===== config.mk =====
export PLATFORM = sky130hd
export DESIGN_NAME = dual_counter_timer
export DESIGN_NICKNAME = d
export VERILOG_FILES = /design/src/common/timer01_pkg.sv /design/src/dual_counter_timer.sv
export SDC_FILE = /design/constraint.sdc
export NUM_CORES = 1
export LEC_CHECK = 0
export ABC_AREA = 1
export BUFFER_PORTS_ARGS = -buffer_cell sky130_fd_sc_hd__buf_2
export CAP_MARGIN = 20
export CORE_MARGIN = 1
export CORE_UTILIZATION = 38
export CTS_BUF_LIST = sky130_fd_sc_hd__clkbuf_4 sky130_fd_sc_hd__clkbuf_8
export CTS_CLUSTER_SIZE = 14
export DETAILED_ROUTE_END_ITERATION = 12
export PLACE_DENSITY_LB_ADDON = 0.12
export SLEW_MARGIN = 25
export SYNTH_ARGS = -nofsm -noshare
export SYNTH_HDL_FRONTEND = slang
export SYNTH_SLANG_ARGS = --single-unit
export TNS_END_PERCENT = 100

===== constraint.sdc =====
create_clock -name clk -period 5.75 [get_ports clk]
set_input_delay 1.4375 -clock clk [delete_from_list [all_inputs] [get_ports clk]]
set_output_delay 1.4375 -clock clk [all_outputs]
set_load 0.01 [all_outputs]

===== src/common/timer01_pkg.sv =====
// Constants and types for the dual legacy counter/timer.
// Assumes a byte-wide special-function register port from the CPU.
// Function
// - Timer zero mode 3 splits it into two 8-bit counters.
// - Split low byte uses timer zero run, select, gate and flag.
// - Split high byte times only, runs on timer one run, sets its flag.
// - In split, timer one counts no pins and sets no flag.
// - Timer one overflow still leaves as a strobe for baud and conversions.
// - In split, timer one runs in modes 0 to 2, stops in 3.
// - Overflow sets flag; software or vector acknowledge clears it.
// - Run bits enable each timer, except timer one in split, which runs without its run bit.
// - External flags set by edge or level; vector clears edge only.
// - In level mode, external flag reads as inverse of the low-active pin.
// - Type bit: 0 active-low level, 1 falling edge.
// - Gate bit makes run also need the interrupt pin high.
// - Count select: 0 timer clock, 1 falling edges on count pin.
// - Mode field: 13-bit, 16-bit, 8-bit reload, inactive or split.
// - Clock select: 0 prescaled, 1 system; ignored when counting pins.
// - Prescale: divide by 12, 4, 48, or external clock by 8.
// - External clock is synchronised before counting.
// - Timer one high byte is bits 15 to 8, read and write.
// - Mode 0 counts 13 bits, flag on wrap to zero.
// - Mode 2 reloads low byte from high byte on overflow.
package timer01_pkg;
  localparam logic [7:0] ADDR_RUN_FLAG = 8'h88;
  localparam logic [7:0] ADDR_MODE = 8'h89;
  localparam logic [7:0] ADDR_ZERO_LO = 8'h8a;
  localparam logic [7:0] ADDR_ONE_LO = 8'h8b;
  localparam logic [7:0] ADDR_ZERO_HI = 8'h8c;
  localparam logic [7:0] ADDR_ONE_HI = 8'h8d;
  localparam logic [7:0] ADDR_CLK_SEL = 8'h8e;
  localparam logic [7:0] RST_BYTE = 8'h00;
  localparam logic [7:0] CLK_SEL_MASK = 8'h1b;
  localparam int B_TF1 = 7;
  localparam int B_TR1 = 6;
  localparam int B_TF0 = 5;
  localparam int B_TR0 = 4;
  localparam int B_IE1 = 3;
  localparam int B_IT1 = 2;
  localparam int B_IE0 = 1;
  localparam int B_IT0 = 0;
  localparam int B_TIMER_ONE_GATE_ENABLE = 7;
  localparam int B_CSEL1 = 6;
  localparam int B_TIMER_ZERO_GATE_ENABLE = 3;
  localparam int B_CSEL0 = 2;
  localparam int B_SYS1 = 4;
  localparam int B_SYS0 = 3;
  localparam int ACK_TF1 = 3;
  localparam int ACK_TF0 = 2;
  localparam int ACK_IE1 = 1;
  localparam int ACK_IE0 = 0;
  localparam logic [5:0] DIV_BY12 = 6'd12;
  localparam logic [5:0] DIV_BY4 = 6'd4;
  localparam logic [5:0] DIV_BY48 = 6'd48;
  localparam logic [2:0] EXT_DIV_LAST = 3'h7;
  typedef enum logic [1:0] {
    MODE_13BIT = 2'b00,
    MODE_16BIT = 2'b01,
    MODE_RELOAD8 = 2'b10,
    MODE_SPLIT = 2'b11
  } mode_t;
  typedef struct packed {
    logic [7:0] addr;
    logic wr;
    logic rd;
    logic [7:0] wdata;
  } sfr_req_t;
endpackage


===== src/dual_counter_timer.sv =====
// Two legacy counter/timers with shared control, mode and clock select.
// Pins are synchronous to clk; vector acknowledges come from the
// interrupt controller as one-cycle pulses.
`timescale 1ns/100ps
module dual_counter_timer
  import timer01_pkg::*;
(
  input wire logic clk,
  input wire logic srst,
  input wire sfr_req_t sfr,
  input wire logic [3:0] vec_ack,
  input wire logic ext_irq_zero_pin_n,
  input wire logic ext_irq_one_pin_n,
  input wire logic timer_zero_count_pin,
  input wire logic timer_one_count_pin,
  input wire logic ext_osc_clk_in,
  output logic [7:0] rdata_q,
  output logic [3:0] irq_req_q,
  output logic t1_ovf_strobe_q
);

  ////////////////////////////////////////////////////////////////////////
  logic [7:0] timer_run_and_flag_control_q, timer_run_and_flag_control_d;
  logic [7:0] timer_mode_select_q, timer_mode_select_d;
  logic [7:0] timer_clock_select_q, timer_clock_select_d;
  logic [7:0] timer_zero_low_count_q, timer_zero_low_count_d;
  logic [7:0] timer_zero_high_count_q, timer_zero_high_count_d;
  logic [7:0] timer_one_low_count_q, timer_one_low_count_d;
  logic [7:0] timer_one_high_count_q, timer_one_high_count_d;
  logic [5:0] pre_cnt_q, pre_cnt_d;
  logic [2:0] osc_div_q, osc_div_d;
  logic osc_s1_q, osc_s2_q, osc_s3_q;
  logic [3:0] pin_q, pin_qq;
  logic [7:0] rdata_d;
  logic [5:0] div;
  logic pre_tick, osc_rise, split;
  logic run0, run1, inc0, inc1, inc_hi0;
  logic set0, set1, ovf1;
  logic [3:0] fall;
  logic [16:0] r0, r1;
  logic [7:0] ctl, mds, cks;

  assign ctl = timer_run_and_flag_control_q;
  assign mds = timer_mode_select_q;
  assign cks = timer_clock_select_q;

  // One step of a count byte pair; bit 16 is the overflow
  function automatic logic [16:0] step(input logic [1:0] m,
                                       input logic [7:0] hi,
                                       input logic [7:0] lo);
    logic [13:0] s13;
    logic [16:0] s16;
    logic [8:0] s8;
    s13 = {1'b0, hi, lo[4:0]} + 14'h0001;
    s16 = {1'b0, hi, lo} + 17'h00001;
    s8 = {1'b0, lo} + 9'h001;
    case (m)
      MODE_13BIT: step = {s13[13], s13[12:5], lo[7:5], s13[4:0]};
      MODE_16BIT: step = s16;
      MODE_RELOAD8: step = {s8[8], hi, s8[8] ? hi : s8[7:0]};
      default: step = {s8[8], hi, s8[7:0]};
    endcase
  endfunction

  ////////////////////////////////////////////////////////////////////////
  // Pin sampling: pin_q order is ext_irq_one_pin_n, ext_irq_zero_pin_n, count1, count0
  always_ff @(posedge clk) begin
    if (srst) begin
      pin_q <= 4'hf;
      pin_qq <= 4'hf;
      osc_s1_q <= 1'b0;
      osc_s2_q <= 1'b0;
      osc_s3_q <= 1'b0;
    end else begin
      pin_q <= {ext_irq_one_pin_n, ext_irq_zero_pin_n,
                timer_one_count_pin, timer_zero_count_pin};
      pin_qq <= pin_q;
      osc_s1_q <= ext_osc_clk_in;
      osc_s2_q <= osc_s1_q;
      osc_s3_q <= osc_s2_q;
    end
  end

  // Pin edges are only seen if each level lasts one clock
  assign fall = pin_qq & ~pin_q;
  assign osc_rise = osc_s2_q & ~osc_s3_q;

  ////////////////////////////////////////////////////////////////////////
  always_comb begin
    timer_run_and_flag_control_d = timer_run_and_flag_control_q;
    timer_mode_select_d = timer_mode_select_q;
    timer_clock_select_d = timer_clock_select_q;
    timer_zero_low_count_d = timer_zero_low_count_q;
    timer_zero_high_count_d = timer_zero_high_count_q;
    timer_one_low_count_d = timer_one_low_count_q;
    timer_one_high_count_d = timer_one_high_count_q;
    pre_cnt_d = pre_cnt_q;
    osc_div_d = osc_div_q;
    rdata_d = rdata_q;
    pre_tick = 1'b0;

    // Shared prescaler
    case (cks[1:0])
      2'b00: div = DIV_BY12;
      2'b01: div = DIV_BY4;
      2'b10: div = DIV_BY48;
      default: div = DIV_BY12;
    endcase
    if (cks[1:0] == 2'b11) begin
      if (osc_rise) begin
        osc_div_d = osc_div_q + 3'd1;
        pre_tick = (osc_div_q == EXT_DIV_LAST);
      end
    end else begin
      // >= keeps a mid-count divider change from running away
      pre_tick = (pre_cnt_q >= div - 6'd1);
      pre_cnt_d = pre_tick ? 6'd0 : pre_cnt_q + 6'd1;
    end

    // Enables and count sources
    split = (mds[1:0] == MODE_SPLIT);
    run0 = ctl[B_TR0] & (~mds[B_TIMER_ZERO_GATE_ENABLE] | pin_q[2]);
    inc0 = run0 & (mds[B_CSEL0] ? fall[0]
                                : (cks[B_SYS0] | pre_tick));
    run1 = ctl[B_TR1] & (~mds[B_TIMER_ONE_GATE_ENABLE] | pin_q[3]);
    if (split) begin
      // Mode field alone runs timer one; pin counting is cut off
      inc1 = (mds[5:4] != MODE_SPLIT) & (cks[B_SYS1] | pre_tick);
    end else begin
      inc1 = run1 & (mds[5:4] != MODE_SPLIT)
             & (mds[B_CSEL1] ? fall[1] : (cks[B_SYS1] | pre_tick));
    end
    // Split high byte uses timer zero clock select as its source
    inc_hi0 = split & ctl[B_TR1] & (cks[B_SYS0] | pre_tick);

    r0 = step(mds[1:0], timer_zero_high_count_q, timer_zero_low_count_q);
    r1 = step(mds[5:4], timer_one_high_count_q, timer_one_low_count_q);
    if (inc0) begin
      timer_zero_low_count_d = r0[7:0];
      if (!split)
        timer_zero_high_count_d = r0[15:8];
    end
    if (inc_hi0)
      timer_zero_high_count_d = timer_zero_high_count_q + 8'h01;
    if (inc1) begin
      timer_one_low_count_d = r1[7:0];
      timer_one_high_count_d = r1[15:8];
    end
    set0 = inc0 & r0[16];
    ovf1 = inc1 & r1[16];
    set1 = split ? (inc_hi0 & (&timer_zero_high_count_q)) : ovf1;

    // Vector acknowledges
    if (vec_ack[ACK_TF1])
      timer_run_and_flag_control_d[B_TF1] = 1'b0;
    if (vec_ack[ACK_TF0])
      timer_run_and_flag_control_d[B_TF0] = 1'b0;
    if (vec_ack[ACK_IE1] && ctl[B_IT1])
      timer_run_and_flag_control_d[B_IE1] = 1'b0;
    if (vec_ack[ACK_IE0] && ctl[B_IT0])
      timer_run_and_flag_control_d[B_IE0] = 1'b0;

    // Software writes beat increments
    if (sfr.wr) begin
      case (sfr.addr)
        ADDR_RUN_FLAG: timer_run_and_flag_control_d = sfr.wdata;
        ADDR_MODE: timer_mode_select_d = sfr.wdata;
        ADDR_CLK_SEL: timer_clock_select_d = sfr.wdata & CLK_SEL_MASK;
        ADDR_ZERO_LO: timer_zero_low_count_d = sfr.wdata;
        ADDR_ZERO_HI: timer_zero_high_count_d = sfr.wdata;
        ADDR_ONE_LO: timer_one_low_count_d = sfr.wdata;
        ADDR_ONE_HI: timer_one_high_count_d = sfr.wdata;
        default: ;
      endcase
    end

    // Hardware sets win over any clear in the same cycle
    if (set0)
      timer_run_and_flag_control_d[B_TF0] = 1'b1;
    if (set1)
      timer_run_and_flag_control_d[B_TF1] = 1'b1;
    if (ctl[B_IT0]) begin
      if (fall[2])
        timer_run_and_flag_control_d[B_IE0] = 1'b1;
    end else begin
      timer_run_and_flag_control_d[B_IE0] = ~pin_q[2];
    end
    if (ctl[B_IT1]) begin
      if (fall[3])
        timer_run_and_flag_control_d[B_IE1] = 1'b1;
    end else begin
      timer_run_and_flag_control_d[B_IE1] = ~pin_q[3];
    end

    // Read path; unmapped addresses answer zero
    if (sfr.rd) begin
      case (sfr.addr)
        ADDR_RUN_FLAG: rdata_d = ctl;
        ADDR_MODE: rdata_d = mds;
        ADDR_CLK_SEL: rdata_d = cks & CLK_SEL_MASK;
        ADDR_ZERO_LO: rdata_d = timer_zero_low_count_q;
        ADDR_ZERO_HI: rdata_d = timer_zero_high_count_q;
        ADDR_ONE_LO: rdata_d = timer_one_low_count_q;
        ADDR_ONE_HI: rdata_d = timer_one_high_count_q;
        default: rdata_d = RST_BYTE;
      endcase
    end
  end

  ////////////////////////////////////////////////////////////////////////
  always_ff @(posedge clk) begin
    if (srst) begin
      timer_run_and_flag_control_q <= RST_BYTE;
      timer_mode_select_q <= RST_BYTE;
      timer_clock_select_q <= RST_BYTE;
      timer_zero_low_count_q <= RST_BYTE;
      timer_zero_high_count_q <= RST_BYTE;
      timer_one_low_count_q <= RST_BYTE;
      timer_one_high_count_q <= RST_BYTE;
      pre_cnt_q <= 6'd0;
      osc_div_q <= 3'd0;
      rdata_q <= RST_BYTE;
      irq_req_q <= 4'h0;
      t1_ovf_strobe_q <= 1'b0;
    end else begin
      timer_run_and_flag_control_q <= timer_run_and_flag_control_d;
      timer_mode_select_q <= timer_mode_select_d;
      timer_clock_select_q <= timer_clock_select_d;
      timer_zero_low_count_q <= timer_zero_low_count_d;
      timer_zero_high_count_q <= timer_zero_high_count_d;
      timer_one_low_count_q <= timer_one_low_count_d;
      timer_one_high_count_q <= timer_one_high_count_d;
      pre_cnt_q <= pre_cnt_d;
      osc_div_q <= osc_div_d;
      rdata_q <= rdata_d;
      irq_req_q <= {timer_run_and_flag_control_d[B_TF1],
                    timer_run_and_flag_control_d[B_TF0],
                    timer_run_and_flag_control_d[B_IE1],
                    timer_run_and_flag_control_d[B_IE0]};
      t1_ovf_strobe_q <= ovf1;
    end
  end

  ////////////////////////////////////////////////////////////////////////
  property p_ovf0_flag;
    @(posedge clk) disable iff (srst)
    set0 |=> ctl[B_TF0] && irq_req_q[ACK_TF0];
  endproperty
  a_ovf0_flag: assert property (p_ovf0_flag)
    else $error("overflow did not set timer zero flag");

  property p_reload;
    @(posedge clk) disable iff (srst)
    (inc0 && mds[1:0] == MODE_RELOAD8 && timer_zero_low_count_q == 8'hff
     && !sfr.wr)
    |=> timer_zero_low_count_q == $past(timer_zero_high_count_q)
        && $stable(timer_zero_high_count_q);
  endproperty
  a_reload: assert property (p_reload)
    else $error("reload from high byte failed");

  property p_strobe16;
    @(posedge clk) disable iff (srst)
    (inc1 && mds[5:4] == MODE_16BIT && timer_one_low_count_q == 8'hff
     && timer_one_high_count_q == 8'hff && !sfr.wr)
    |=> t1_ovf_strobe_q ##1 !t1_ovf_strobe_q;
  endproperty
  a_strobe16: assert property (p_strobe16)
    else $error("timer one strobe wrong");

  property p_run_off;
    @(posedge clk) disable iff (srst)
    (!ctl[B_TR0] && !sfr.wr) |=> $stable(timer_zero_low_count_q);
  endproperty
  a_run_off: assert property (p_run_off)
    else $error("timer zero counted while stopped");

  property p_gate;
    @(posedge clk) disable iff (srst)
    (mds[B_TIMER_ZERO_GATE_ENABLE] && !pin_q[2] && !sfr.wr)
    |=> $stable(timer_zero_low_count_q);
  endproperty
  a_gate: assert property (p_gate)
    else $error("gated timer counted with pin low");

  property p_split_stop;
    @(posedge clk) disable iff (srst)
    (split && mds[5:4] == MODE_SPLIT && !sfr.wr)
    |=> $stable(timer_one_low_count_q) && !t1_ovf_strobe_q;
  endproperty
  a_split_stop: assert property (p_split_stop)
    else $error("timer one ran in mode 3");

  property p_level_irq;
    @(posedge clk) disable iff (srst)
    (!ctl[B_IT0] && !sfr.wr) ##1 !ctl[B_IT0]
    |-> ctl[B_IE0] == !$past(pin_q[2]);
  endproperty
  a_level_irq: assert property (p_level_irq)
    else $error("level flag not inverse of pin");

  property p_unused;
    @(posedge clk) disable iff (srst)
    sfr.rd && sfr.addr == ADDR_CLK_SEL |=> (rdata_q & ~CLK_SEL_MASK) == 8'h00;
  endproperty
  a_unused: assert property (p_unused)
    else $error("unused clock select bits not zero");

  property p_prescale12;
    @(posedge clk) disable iff (srst)
    (pre_tick && cks[1:0] == 2'b00 && !sfr.wr)
    |=> (!pre_tick || cks[1:0] != 2'b00) [*8];
  endproperty
  a_prescale12: assert property (p_prescale12)
    else $error("prescale tick too early");

  property p_write_wins;
    @(posedge clk) disable iff (srst)
    sfr.wr && sfr.addr == ADDR_ZERO_LO
    |=> timer_zero_low_count_q == $past(sfr.wdata);
  endproperty
  a_write_wins: assert property (p_write_wins)
    else $error("count write lost");

  c_split_hi: cover property (@(posedge clk) disable iff (srst) set1 && split);
  c_edge_irq: cover property (@(posedge clk) disable iff (srst)
    ctl[B_IT1] && fall[3]);
  c_ext_tick: cover property (@(posedge clk) disable iff (srst)
    pre_tick && cks[1:0] == 2'b11);
endmodule


==> results.md <==
* Clock tree sinks at 81
* Dominant synthesized flop cell: dfxtp_1
* Synth top area share at 28.4%
* Initial Util at 39.1%
* Pleak at 0.00254 uW
* CP bufs+invs at 2
* FP Rows at 44
* PortBufs at 41
* Synth-to-Final Area Change at 7.30%
* Fraction of layout cells with a size suffix above 1 at approximately 9%
* Ys Warns at 0
* DR pass1 iterations at 5
* Worst Setup Path Type: input port to flip-flop
* Highest routed layer: met4
* Met1 WL at 8800 um
* CTS resizes at 0
* Setup TNS at 0 ns
* Placed Cells at roughly 1100
* WL met2 at 8600 um
* Vias in the first global route at 5675
* First-pass GRT wire length at 31000 um
* Clock Latency Late Sink at ~0.4 ns
* Total GRT Usage at 25.5%
* Clock buffer depth at 2
* Placer Congestion at between 0.9 and 1
* Diode count at 0
* CTS tree: yes
* Antenna-violating nets left at 0
* Cell at the slowest stage of the critical path: nor3_1
* Core area at between 10000 and 15000 um^2
* #FFs+latches synth at 81
* CTS HTree Levels at 3
* Post-synth ARST share at 0%
* # fillers at 1675
* Routed WL per cell at 16.9 um
* DRT Wirelength at between 15000 and 20000 um
* Register area share after synthesis at between 20% and 30%
* Layout net count at 995
* Critical Path End Type: flip-flop
* Slew Viols, Final at 0
* Switch Pwr at 301 uW
* Slew @ Worst Pin at 0.737 ns
* Crit share post-route at 50.4%
* Final hold vios at 0
* Finished Core Util at 42.0%
* Die area at 15500 um^2
* Synth unique cells at 44
* Reg power frac at 54.3%
* CP Cell Sequence: buf_2 > inv_1 > nand2_1 > nor3_1 > nand2_1 > o21ai_0 > a21oi_1
* Ranking of synthesized cells by area: dfxtp_1 (28%), nand2_1 (16%), o21ai_0 (8.2%)
* Dpl cell area at 5940 um^2
* Pwr Density at 172 nW/um^2
* Max-cap viol count at 0
* Comb pwr share at 5.8%
* Setup Fix Bufs, Post-CTS at 0
* Mapped Nets at 978
* # setup viols final at 0
* Sw Ratio at 28.6%
* Clock skew at 0.00813 ns
* Commonest non-fill, non-tap cells in the layout: nand2_1 (238), inv_1 (110), nor2_1 (101)
* Die W at 125 um
* Crit path DAT at 3.16 ns
* Worst Hold Class: flip-flop to flip-flop
* Unrepaired setup endpoints after global routing: no
* Final Cell Area at 6120 um^2
* Pint at 751 uW
* # IOs at 42
* Vert. Die Dim at 125 um
* Tmin final at between 2 and 3 ns
* Finished Layout Cells at about 1100
* Total CTS buffers at 9
* Power share of the clock group at 39.8%
* Post-synth top area cell: dfxtp_1
* Hpwl dp at 14100 um
* Required @ worst endpoint at 6.01 ns
* Cell Area, Synth at between 5000 and 6000 um^2
* Status: complete, no violations
* CP max FO at 16
* Cell count after synthesis at 939
* Rel. slew slack at 50.5%
* Reg clk slew, reported paths at 0.09 ns
* Vias/cell at 5.46
* Residual DRC count at 0
* Post-synth EDFFs at 0
* Vias at 6249
* Initial DRC count at 716
* Post-CTS Hold Buffers at 0
* Crit-path max cell delay at 0.60 ns
* Largest net degree at the start of global routing at 59
* Most used cell, CP: nand2_1
* Cell family with most CP delay: simple AND/OR/NAND/NOR gates
* CTS root buffer: clkbuf_8
* Mean Syn Cell Area at 6.07 um^2
* Initial antenna violation count at 0
* Worst setup SP type: input port
* Max Clk Rate at about 0.34 GHz
* Most common cell after layout, fill and taps aside: nand2_1
* Worst vdd ir at 0.000122 V
* Remaining Overflow, GRT at 0
* Met3 Wirelength at roughly 1300 um
## worst min-delay path, cell delays in order, from the launching register on
cell     delay [ns]
dfxtp_1        0.31
inv_1          0.04
nor2_1         0.03
## per-layer routing
layer	vias to the layer above	track usage [%]
li1	3127	-
met1	2864	35.0
met2	219	39.0
met3	39	5.11
met4	0	9.71
met5	-	0
## layout make-up
type | instances | area, um^2 | share of cell area, %
Tap cell | 184 | 230 | 3.76
Timing Repair Buffer | 42 | 213 | 3.48
Multi-Input combinational cell | 706 | 3430 | 56.0
Inverter | 116 | 442 | 7.22
Clock buffer | 9 | 124 | 2.02
Sequential cell | 81 | 1620 | 26.5
Clock inverter | 7 | 61.3 | 1.00
## flip-flops by register name (all words and copies together), names as in the netlist, 3 cells and up
register / flops
pin_q: 4
rdata_q: 8
ctl: 8
timer_one_high_count_q: 8
timer_zero_low_count_q: 8
pre_cnt_q: 6
timer_one_low_count_q: 8
pin_qq: 4
timer_zero_high_count_q: 8
osc_div_q: 3
cks: 4
mds: 8
## through the flow
| step | setup slack (ns) | hold WS [ns] | power [uW] |
|---|---|---|---|
| after CTS | 2.93 | 0.410 | 1070 |
| after floorplan | 3.07 | 0.388 | 615 |
| after global routing | 2.66 | 0.431 | 1090 |
| after detailed placement | 2.51 | 0.394 | 646 |
| after global placement | 2.47 | 0.390 | 647 |
| final | 2.85 | 0.408 | 1050 |
## Yosys cell counts, types with 5 or more instances
cell type,count
o21ai_0,93
dfxtp_1,81
a21oi_1,69
o22ai_1,12
nand2_2,6
inv_1,110
nor3_1,15
o211ai_1,6
nand3_1,73
nand2_1,238
buf_2,16
nand4_1,21
ha_1,10
xor2_1,11
nor2_1,101
nor2_2,5
buf_4,5
clkbuf_1,11
a31oi_1,6
## power by group through the flow
stage,registers (uW),logic (uW),clock network [uW]
floorplan,583,32.0,0
CTS,572,61.5,433
detailed placement,585,61.4,0
global route,573,68.9,451
finish,572,61.3,419
global placement,585,61.5,0
## cell families after synthesis
kind of cell | share of synthesized area [%]
other cells | 0.0657
compound gates | 19.4
flops | 28.4
buf+inv | 11.4
simple gates | 36.5
fa+ha+maj | 2.19
xor+xnor | 2.00
## path summary, 6_finish.rpt
kind | end | start | depth (start not counted) | slack [ns]
worst min register to register | osc_s2_q$_SDFF_PP0_ | osc_s1_q$_SDFF_PP0_ | 2 | 0.41
worst max register to register | ctl[7]$_SDFF_PP0_ | cks[0]$_SDFFE_PP0P_ | 15 | 3.06
worst min-delay path | osc_s2_q$_SDFF_PP0_ | osc_s1_q$_SDFF_PP0_ | 2 | 0.41
worst max-delay path | mds[4]$_SDFFE_PP0P_ | sfr[12] | 7 | 2.85
(Power assumes the default switching activity.)
